$ cat config.mk
export PLATFORM = sky130hd
export DESIGN_NAME = shifter_and_condition_flags
export DESIGN_NICKNAME = d
export VERILOG_FILES = /design/src/verilog/shifter_flags_pkg.sv /design/src/verilog/shifter_and_condition_flags.sv
export VERILOG_INCLUDE_DIRS = /design/src /design/src/verilog
export SDC_FILE = /design/constraint.sdc
export NUM_CORES = 1
export LEC_CHECK = 0
export BUFFER_PORTS_ARGS = -buffer_cell sky130_fd_sc_hd__clkbuf_2
export CAP_MARGIN = 20
export CORE_ASPECT_RATIO = 1.25
export CORE_MARGIN = 2
export CORE_UTILIZATION = 40
export CTS_BUF_LIST = sky130_fd_sc_hd__clkbuf_8
export DETAILED_ROUTE_END_ITERATION = 10
export HOLD_SLACK_MARGIN = 0.06
export SKIP_CTS_REPAIR_TIMING = 1
export SYNTH_ARGS = -nofsm -noshare
export SYNTH_HDL_FRONTEND = slang
export SYNTH_SLANG_ARGS = --single-unit
$ cat constraint.sdc
create_clock -name ref_clk -period 15.8 [get_ports ref_clk]
set_input_delay 1.58 -clock ref_clk [delete_from_list [all_inputs] [get_ports ref_clk]]
set_output_delay 1.58 -clock ref_clk [all_outputs]
set_load 0.1 [all_outputs]
$ cat src/verilog/shifter_flags_cfg.svh
/*
  Constants for the shifter, flag and condition slice: condition codes,
  register offsets, field positions and reset values.
  Assumes inclusion by bare name from the top module and the bench.
*/
`ifndef SHIFTER_FLAGS_CFG_SVH
`define SHIFTER_FLAGS_CFG_SVH

`define APB_AW 12
`define REG_CTRL 12'h000
`define REG_STATUS 12'h004
`define CTRL_TRAP_BIT 0
`define STATUS_FAULT_BIT 4
`define CTRL_RESET 1'h0
`define PC_AHEAD 32'h0000_0004
`define PC_WORD_BIT 1

`define CC_EQ 4'h0
`define CC_NE 4'h1
`define CC_CS 4'h2
`define CC_CC 4'h3
`define CC_MI 4'h4
`define CC_PL 4'h5
`define CC_VS 4'h6
`define CC_VC 4'h7
`define CC_HI 4'h8
`define CC_LS 4'h9
`define CC_GE 4'hA
`define CC_LT 4'hB
`define CC_GT 4'hC
`define CC_LE 4'hD
`define CC_AL 4'hE

`endif

$ cat src/verilog/shifter_flags_pkg.sv
/*
  Types shared by the shifter and flag slice and its surroundings.
  Assumes the decode logic fills one request per cycle on the core clock.
*/
package shifter_flags_pkg;

  typedef enum logic [2:0] {
    ALU_MOVE, ALU_AND, ALU_ORR, ALU_EOR, ALU_ADD, ALU_SUB,
    ALU_COMP_SUB, ALU_COMP_ADD
  } alu_op_t;

  typedef enum logic [1:0] {SH_LEFT, SH_ROT, SH_ROT_CARRY} shift_op_t;

  typedef enum logic [2:0] {
    MEM_NONE, MEM_BYTE, MEM_HALF, MEM_WORD, MEM_DUAL, MEM_MULTI
  } mem_kind_t;

  typedef struct packed {
    logic n;
    logic z;
    logic c;
    logic v;
  } flags_t;

  typedef struct packed {
    logic valid;
    alu_op_t alu;
    shift_op_t shift;
    logic [7:0] amount;
    logic setFlags;
    logic [3:0] cond;
    logic [31:0] operandA;
    logic [31:0] operandB;
    mem_kind_t memKind;
    logic unalignOk;
    logic [31:0] memAddr;
    logic directBranch;
    logic [31:0] instrAddr;
  } exec_req_t;

  typedef struct packed {
    logic done;
    logic executed;
    logic writeEn;
    logic fault;
    logic [31:0] result;
    logic [31:0] pcValue;
  } exec_rsp_t;

endpackage

$ cat src/verilog/shifter_and_condition_flags.sv
/*
  Execute slice: barrel shifter, ALU flag generation, condition check,
  alignment check and PC operand, plus a small APB register file.
  Assumes decode presents a request on the core clock and takes the
  registered answer one cycle later; APB runs on the same clock.
*/
// Function
// - Left shift moves low 32-n bits up, zero fills, no overflow.
// - Flag-setting left shift by non-zero n loads carry from bit 32-n.
// - Left shift by zero leaves carry unchanged.
// - Left shift 32 or more gives zero; 33 or more clears carry.
// - Rotate right moves upper bits down, low n bits to the top.
// - Flag-setting rotate right loads carry from bit n-1.
// - Rotate by 32 returns operand; carry takes bit 31.
// - Rotate beyond 32 equals rotate by length minus 32.
// - Rotate through carry shifts right one, carry into bit 31.
// - Flag-setting rotate through carry loads carry from bit 0.
// - Bytes always aligned; words need word, halfwords halfword alignment.
// - Only single word and halfword accesses may be unaligned; others fault.
// - Trap enable makes every unaligned access fault.
// - Direct branches use instruction address plus four as PC.
// - Other label users get address plus four with bit 1 cleared.
// - Failed condition: no execution, write, flag change or fault.
// - Flags not updated keep their value; only flag-setting ops update.
// - N marks negative, Z zero, C carry, V overflow; otherwise zero.
// - Carry from add reaching 2^32, subtract without borrow, or shifter.
// - Overflow when result sign differs from infinite-precision sign.
// - Compares set flags like subtract or add and discard result.
// - Decode single-flag conditions; carry set is unsigned higher-or-same.
// - Decode compound unsigned and signed comparisons.
// - No condition means always execute.
// - Zero shift length passes operand and leaves carry untouched; rotate through carry ignores the length and still shifts by one.
`timescale 1ns/1ps
`include "shifter_flags_cfg.svh"

module shifter_and_condition_flags (
  input wire logic ref_clk,
  input wire logic rst_b,
  input wire shifter_flags_pkg::exec_req_t req,
  output shifter_flags_pkg::exec_rsp_t rsp,
  output shifter_flags_pkg::flags_t flags,
  input wire logic psel,
  input wire logic penable,
  input wire logic pwrite,
  input wire logic [`APB_AW-1:0] paddr,
  input wire logic [31:0] pwdata,
  output logic [31:0] prdata,
  output logic pready,
  output logic pslverr
);

  // ************************************************************
  // Decode functions
  // ************************************************************

  function automatic logic condPass(input logic [3:0] code,
                                    input shifter_flags_pkg::flags_t f);
    logic pass;
    pass = 1'b1;
    case (code)
      `CC_EQ: pass = f.z;
      `CC_NE: pass = !f.z;
      `CC_CS: pass = f.c;
      `CC_CC: pass = !f.c;
      `CC_MI: pass = f.n;
      `CC_PL: pass = !f.n;
      `CC_VS: pass = f.v;
      `CC_VC: pass = !f.v;
      `CC_HI: pass = f.c && !f.z;
      `CC_LS: pass = !f.c || f.z;
      `CC_GE: pass = f.n == f.v;
      `CC_LT: pass = f.n != f.v;
      `CC_GT: pass = !f.z && (f.n == f.v);
      `CC_LE: pass = f.z || (f.n != f.v);
      // Always, also for the spare code
      default: pass = 1'b1;
    endcase
    return pass;
  endfunction

  function automatic logic misaligned(
      input shifter_flags_pkg::mem_kind_t kind, input logic [31:0] addr);
    logic bad;
    bad = 1'b0;
    case (kind)
      shifter_flags_pkg::MEM_HALF: bad = addr[0];
      shifter_flags_pkg::MEM_WORD,
      shifter_flags_pkg::MEM_DUAL,
      shifter_flags_pkg::MEM_MULTI: bad = |addr[1:0];
      default: bad = 1'b0;
    endcase
    return bad;
  endfunction

  // Returns {carry, result}; carry is cin where the shift leaves it alone
  function automatic logic [32:0] shiftOp(
      input shifter_flags_pkg::shift_op_t op, input logic [31:0] val,
      input logic [7:0] amt, input logic cin);
    logic [32:0] out;
    logic [63:0] dbl;
    out = {cin, val};
    dbl = {val, val} >> amt[4:0];
    case (op)
      shifter_flags_pkg::SH_LEFT: begin
        // Left shift; 33-bit result catches bit 32-n as carry
        // Zero length holds carry; past 32 all bits leave
        if (amt != 8'h00) begin
          out = {1'b0, val} << amt;
        end
      end
      shifter_flags_pkg::SH_ROT: begin
        // Rotate; carry is the last bit rotated, now at bit 31
        // Multiples of 32 leave the word, carry bit 31
        // Low five length bits set the rotation; any non-zero length loads carry
        if (amt != 8'h00) begin
          out = {dbl[31], dbl[31:0]};
        end
      end
      shifter_flags_pkg::SH_ROT_CARRY: begin
        out = {val[0], cin, val[31:1]};
      end
      default: out = {cin, val};
    endcase
    return out;
  endfunction

  // ************************************************************
  // Execute datapath
  // ************************************************************

  logic trapEnable;
  logic lastFault;
  logic pass;
  logic memFault;
  logic isCompare;
  logic carryOut;
  logic ovf;
  logic [32:0] shifted;
  logic [32:0] sum;
  logic [32:0] diff;
  logic [31:0] aluOut;
  logic [31:0] pcBase;
  shifter_flags_pkg::flags_t next_flags;
  shifter_flags_pkg::exec_rsp_t next_rsp;
  logic next_lastFault;

  always_comb begin
    // Result and carry-out from one shifter pass
    // Zero length on left shift or rotate keeps operand and incoming carry
    shifted = shiftOp(req.shift, req.operandB, req.amount, flags.c);
    pass = condPass(req.cond, flags);
    sum = {1'b0, req.operandA} + {1'b0, shifted[31:0]};
    diff = {1'b0, req.operandA} + {1'b0, ~shifted[31:0]} + 33'h0_0000_0001;
    aluOut = shifted[31:0];
    // Moves and logicals take the shifter's carry
    carryOut = shifted[32];
    ovf = flags.v;
    isCompare = 1'b0;
    unique case (req.alu)
      shifter_flags_pkg::ALU_MOVE: aluOut = shifted[31:0];
      shifter_flags_pkg::ALU_AND: aluOut = req.operandA & shifted[31:0];
      shifter_flags_pkg::ALU_ORR: aluOut = req.operandA | shifted[31:0];
      shifter_flags_pkg::ALU_EOR: aluOut = req.operandA ^ shifted[31:0];
      shifter_flags_pkg::ALU_ADD,
      shifter_flags_pkg::ALU_COMP_ADD: begin
        // Carry when the sum reaches 2^32
        // Same-sign operands giving the other sign
        aluOut = sum[31:0];
        carryOut = sum[32];
        ovf = (req.operandA[31] == shifted[31]) &&
              (sum[31] != req.operandA[31]);
        isCompare = req.alu == shifter_flags_pkg::ALU_COMP_ADD;
      end
      shifter_flags_pkg::ALU_SUB,
      shifter_flags_pkg::ALU_COMP_SUB: begin
        // Opposite-sign operands flipping the minuend's sign
        aluOut = diff[31:0];
        carryOut = diff[32];
        ovf = (req.operandA[31] != shifted[31]) &&
              (diff[31] != req.operandA[31]);
        isCompare = req.alu == shifter_flags_pkg::ALU_COMP_SUB;
      end
    endcase
    // Only single word and halfword accesses tolerate misalignment
    memFault = misaligned(req.memKind, req.memAddr) &&
               (trapEnable || !req.unalignOk ||
                req.memKind == shifter_flags_pkg::MEM_DUAL ||
                req.memKind == shifter_flags_pkg::MEM_MULTI);
    // Direct branches see address plus four
    pcBase = req.instrAddr + `PC_AHEAD;
    // Other label users see it word aligned
    if (!req.directBranch) begin
      pcBase[`PC_WORD_BIT] = 1'b0;
    end
    next_flags = flags;
    next_lastFault = lastFault;
    next_rsp = '0;
    next_rsp.done = req.valid;
    next_rsp.result = aluOut;
    next_rsp.pcValue = pcBase;
    // A failed condition leaves all state and raises nothing
    if (req.valid && pass) begin
      next_rsp.executed = 1'b1;
      next_rsp.fault = memFault;
      next_rsp.writeEn = !isCompare && !memFault;
      next_lastFault = memFault;
      if (req.setFlags && !memFault) begin
        next_flags.n = aluOut[31];
        next_flags.z = aluOut == 32'h0000_0000;
        next_flags.c = carryOut;
        next_flags.v = ovf;
      end
    end
  end

  always_ff @(posedge ref_clk) begin
    if (!rst_b) begin
      flags <= '0;
      rsp <= '0;
      lastFault <= 1'b0;
    end else begin
      flags <= next_flags;
      rsp <= next_rsp;
      lastFault <= next_lastFault;
    end
  end

  // ************************************************************
  // APB registers
  // ************************************************************

  // One wait state keeps pready and prdata straight from flip-flops
  logic apbDone;
  logic mapped;
  logic next_trapEnable;
  logic next_pready;
  logic next_pslverr;
  logic [31:0] next_prdata;

  always_comb begin
    apbDone = psel && penable && pready;
    mapped = (paddr == `REG_CTRL) || (paddr == `REG_STATUS);
    next_pready = psel && penable && !pready;
    next_pslverr = next_pready && !mapped;
    next_prdata = 32'h0000_0000;
    next_trapEnable = trapEnable;
    if (next_pready && !pwrite && paddr == `REG_CTRL) begin
      next_prdata[`CTRL_TRAP_BIT] = trapEnable;
    end
    if (next_pready && !pwrite && paddr == `REG_STATUS) begin
      next_prdata[3:0] = flags;
      next_prdata[`STATUS_FAULT_BIT] = lastFault;
    end
    if (apbDone && pwrite && paddr == `REG_CTRL) begin
      next_trapEnable = pwdata[`CTRL_TRAP_BIT];
    end
  end

  always_ff @(posedge ref_clk) begin
    if (!rst_b) begin
      trapEnable <= `CTRL_RESET;
      pready <= 1'b0;
      pslverr <= 1'b0;
      prdata <= 32'h0000_0000;
    end else begin
      trapEnable <= next_trapEnable;
      pready <= next_pready;
      pslverr <= next_pslverr;
      prdata <= next_prdata;
    end
  end
endmodule

After elaboration in Yosys (flattened, before gate mapping)

Cells that the tools add are included.

Word-level logic and storage cells: 126
Register bits: 108
Output and inout port bits: 106

Reductions and logical operators: 51
Bitwise gates (word level): 4
Multiplexer cells: 12
Add/subtract/negate cells: 4
Eq/ne operators: 35
Shift operators: 2

Operators by type and width:

| cell                  | count |
|---|---|
| $pmux 32 s6           | 1 |
| $pmux 33 s3           | 1 |
| $add 32x32->33        | 2 |
| $mux 33               | 2 |
| $shr 64x5->32         | 1 |
| $add 33x1->33 const B | 1 |
| $shl 32x8->33         | 1 |
| $add 32x3->32 const B | 1 |
| $and 32x32->32        | 1 |
| $logic_not 32->1      | 1 |
| $not 32->32           | 1 |
| $or 32x32->32         | 1 |
| $xor 32x32->32        | 1 |
| $eq 4x4->1 const B    | 6 |
| $eq 3x3->1 const B    | 6 |
| $logic_and 1x1->1     | 17 |
| $eq 4x3->1 const B    | 4 |
| $pmux 1 s14           | 1 |
| $eq 12x3->1 const B   | 1 |
| $eq 3x2->1 const B    | 4 |
| $logic_not 12->1      | 1 |
| $logic_not 1->1       | 10 |
| $eq 4x2->1 const B    | 2 |
| $ne 4x4->1 const B    | 2 |
| 21 further kinds      | 39 |

Longest topological paths before layout

Word-level depth: 9
Gate-level depth with buffers: 26
Depth with buffers taken out: 21

Least setup slack after synthesis

OpenSTA, ideal clock, no wires.

Path type: input port to flip-flop
From: input req[142] in the netlist's numbering
To: register flags[2] in the netlist's numbering
Path slack: 9331 ps
Arrival: 6400 ps
Cell stages on the path: 22
Required time: 15731 ps
Path buffers: 4
Cell sequence: buf_2 -> buf_2 -> buf_1 -> clkbuf_1 -> nor2_1 -> a221oi_1 -> o211ai_1 -> a31oi_1 -> ha_1 -> inv_1 -> fa_1 -> nor2b_1 -> o2111ai_1 -> a21o_1 -> a21oi_1 -> o22ai_1 -> nor3b_1 -> o32a_1 -> a2111o_2 -> a2111oi_4 -> nand4_1 -> o21ai_1

Cells in the longest elaborated chain, start to end: 8

RTL lines:

| what                                  | line                                                                   | text |
|---|---|---|
| start: declaration                    | shifter_and_condition_flags.sv:39                                      | `input wire shifter_flags_pkg::exec_req_t req,` |
| $shl 32x8->33 (tied with other cells) | shifter_and_condition_flags.sv:108                                     | `out = {1'b0, val} << amt;` |
| $mux 33 (on tied branches)            | shifter_and_condition_flags.sv:107, shifter_and_condition_flags.sv:115 |  |
| $pmux 33 s3 (*)                       | shifter_and_condition_flags.sv:103                                     | `case (op)` |
| $not 32->32                           | shifter_and_condition_flags.sv:153                                     | `diff = {1'b0, req.operandA} + {1'b0, ~shifted[31:0]} + 33'h0_0000_0001;` |
| $add 32x32->33                        | shifter_and_condition_flags.sv:153                                     |  |
| $add 33x1->33                         | shifter_and_condition_flags.sv:153                                     |  |
| $pmux 32 s6 (*)                       | shifter_and_condition_flags.sv:159                                     | `unique case (req.alu)` |
| $logic_not 32->1 (*)                  | shifter_and_condition_flags.sv:209                                     | `next_flags.z = aluOut == 32'h0000_0000;` |
| end signal: assignment                | shifter_and_condition_flags.sv:222                                     | `flags <= next_flags;` |
| end: declaration                      | shifter_and_condition_flags.sv:41                                      | `output shifter_flags_pkg::flags_t flags,` |

Mark *: on every way between the ends. The rest lies on a longest branch, timed or not. The select of a mux whose other input is x is not followed.
A chain may end at the register's enable or synchronous reset.

Final worst setup path

From: input req[139] in the netlist's numbering
To: register flags[2] in the netlist's numbering

The elaborated chain is that of the path after synthesis.

==> results.sh <==
export IMPL_grt_total_usage=0.329
export IMPL_synth_edf_count=0
export IMPL_layout_drive_gt1_share=0.183
export IMPL_fin_crit_sh=0.556
export IMPL_r2r_start="flags[1]"
export IMPL_netlist_area_mm2=0.0155
export IMPL_power_switching_w=0.000679
export IMPL_grt_pass1_vias=16629
export IMPL_placed_cell_area_mm2=0.0164
export IMPL_ant_nets=0
export IMPL_yosysMostFrequentCell="nor2_1"
export IMPL_core_area_mm2=0.0381
export IMPL_ios=307
export IMPL_overflow=0
export IMPL_hold_viol_final=0
export IMPL_fin_ws_ns=7.01
export IMPL_synth_cell_type_count=112
export IMPL_rrSetupSlack_ns=12.73
export IMPL_irDropWorstVdd_mv=0.0477
export IMPL_p_int_w=0.000547
export IMPL_p_leak_nw=7.13
export IMPL_synthCells=2087
export IMPL_fin_nets=2477
export IMPL_maxCapViolations=0
export IMPL_total_power_w=0.00123
export IMPL_worstSetupStartpointType="input port"
export IMPL_ys_async_sr_fraction=0
export IMPL_rsz0062_at_grt="false"
export IMPL_die_area_mm2=0.0403
export IMPL_viasPerCell=6.59
export IMPL_cts_tree="built"
export IMPL_hold_start="lastFault"
export IMPL_grt_max_degree=70
export IMPL_seqPwrFrac=0.185
export IMPL_cts_root_buf="clkbuf_8"
export IMPL_maxSlewHeadroom=0.213
export IMPL_yosysTopAreaCell="dfxtp_1"
export IMPL_setup_tns_ns=0
export IMPL_yosys_warnings=0
export IMPL_yosysSeqAreaShare=0.105
export IMPL_timing_fmax_mhz=114
export IMPL_synth_avg_cell_area_um2=7.41
export IMPL_antenna_found_initial=0
export IMPL_power_density_mw_per_mm2=73.8
export IMPL_insertion_delay_ns=0.35
export IMPL_synthTopCellsByArea="dfxtp_1 10%, ha_1 8.4%, mux4_2 7.7%"
export IMPL_critPathMaxFanout=56
export IMPL_critPathKind="input port to register"
export IMPL_yosys_top_cells_count="208 x nor2_1, 185 x nand2_1, 164 x a21oi_1, 115 x mux2i_1, 115 x o21ai_0"
export IMPL_cts_buffers=9
export IMPL_route_detailed_drc=0
export IMPL_numPortBuffers=218
export IMPL_final_cell_area_mm2=0.0166
export IMPL_p_clk_frac=0.129
export IMPL_vias=17572
export IMPL_synthDominantCellAreaShare=0.105
export IMPL_slew_viol_final=0
export IMPL_end_kind="register"
export IMPL_crit_required_ns=16.10
export IMPL_gp_congestion=1.02
export IMPL_critPathLaunch="req[139]"
export IMPL_wl_um=69400
export IMPL_fin_crit_ns=8.79
export IMPL_area_growth_syn_to_layout_pct=7.45
export IMPL_dp_hpwl_um=51100
export IMPL_clock_skew_ns=0.0111
export IMPL_outcome="complete, no violations"
export IMPL_drt_iter0_markers=2045
export IMPL_worst_pin_slew_ns=1.17
export IMPL_clock_sinks=81
export IMPL_hp_class="register to register"
export IMPL_cp_arrival_ns=9.09
export IMPL_synth_top_flop_cell="dfxtp_1"
export IMPL_dpl_worst_slack_ns=6.95
export IMPL_path_clk_slew_ns=0.09
export IMPL_htreeDepth=3
export IMPL_die_h_um=224
export IMPL_wl_per_cell_um=26.0
export IMPL_num_rows=80
export IMPL_synth_seq_cells=81
export IMPL_num_antenna_cells=0
export IMPL_pwr_share_comb=0.685
export IMPL_die_x_um=180
export IMPL_firstDrtPassIters=8
export IMPL_setup_viol=0
export IMPL_cts_buffer_depth=2
export IMPL_grt_pass1_wl_um=103000
export IMPL_swShare=0.554
export IMPL_start_util=0.406
-- per-stage QoR --
step | hold slack (ns) | util | std cells
floorplan | 0.452 | - | 2113
global placement | 0.490 | 0.430 | 2649
detailed placement | 0.495 | 0.430 | 2649
CTS | 0.504 | 0.435 | 2665
global route | 0.517 | 0.436 | 2667
finish | 0.493 | 0.436 | 2667
-- cells in the final DEF (no fill, tap or decap), types with 30 or more instances in the layout --
master    count
clkbuf_2    215
nor2_1      208
nand2_1     185
a21oi_1     163
mux2i_1     115
o21ai_0     115
inv_1       107
ha_1        104
dfxtp_1      81
mux4_2       53
nor3_1       44
nand3_1      39
o22ai_1      36
a211oi_1     36
a31oi_1      32
nand2b_1     30
-- final timing paths --
path,to,cells after the start
setup / recovery,flags[2],21
hold / removal,prdata[4],1
setup reg to reg,flags[2],12
hold reg to reg,prdata[4],1
-- registers in the layout, summed over array words and instances (netlist names) --
signal	cells
lastFault	1
prdata	5
pslverr	1
pready	1
rsp	68
trapEnable	1
flags	4
-- critical path, stage by stage --
cell	delay (ns)
buf_4	0.62
buf_4	0.70
mux2i_1	0.24
o22ai_1	0.48
mux2i_1	0.18
o21ai_0	0.62
a21oi_1	0.17
a41oi_1	0.69
inv_1	0.21
ha_1	0.56
and4_1	0.32
nand3_1	0.10
a21o_1	0.23
a21oi_1	0.43
o22ai_1	0.25
nor3b_1	0.19
o32a_1	0.39
a2111o_2	0.49
a2111oi_4	0.32
nand4_1	0.12
o21ai_1	0.13
-- routing by layer --
layer / routed length [um] / GRT usage / up-vias / share of wire
met4: 5180 / 0.221 / 0 / 0.075
met3: 6950 / 0.0447 / 283 / 0.10
met2: 31300 / 0.535 / 1226 / 0.45
met5: 0 / 0 / - / 0
met1: 26000 / 0.405 / 8206 / 0.37
li1: - / - / 7857 / -
-- power by group through the flow --
stage          Combinational (W)  Sequential [W]  Clock [W]
6_report                0.000840        0.000227   0.000159
4_1_cts                 0.000818        0.000227   0.000163
2_1_floorplan           0.000485        0.000360          0
3_5_place_dp            0.000815        0.000232          0
5_1_grt                 0.000886        0.000229   0.000170
3_3_place_gp            0.000811        0.000232          0
-- cell families (layout without fill, tap and decap cells) --
| family | Yosys count | count (layout) | share of synthesized area |
|---|---|---|---|
| and+or+nand+nor | 689 | 689 | 0.215 |
| xor gates and xnor gates | 45 | 45 | 0.0255 |
| AOI/OAI and AO/OA | 636 | 636 | 0.281 |
| other | 1 | 27 | 0.000242 |
| buffers and inverters | 322 | 384 | 0.101 |
| DFF | 81 | 81 | 0.105 |
| adders and majority gates | 106 | 106 | 0.0867 |
| muxes | 207 | 207 | 0.186 |
-- layout make-up --
class                           count  area, um^2
Inverter                          121         454
Fill cell                        3992       21500
Clock inverter                      6        72.6
Clock buffer                       10         138
Sequential cell                    81        1620
Tap cell                          492         616
Timing Repair Buffer              247        1320
Multi-Input combinational cell   1710       12400
Note: power is estimated with default switching activity, not from simulation.
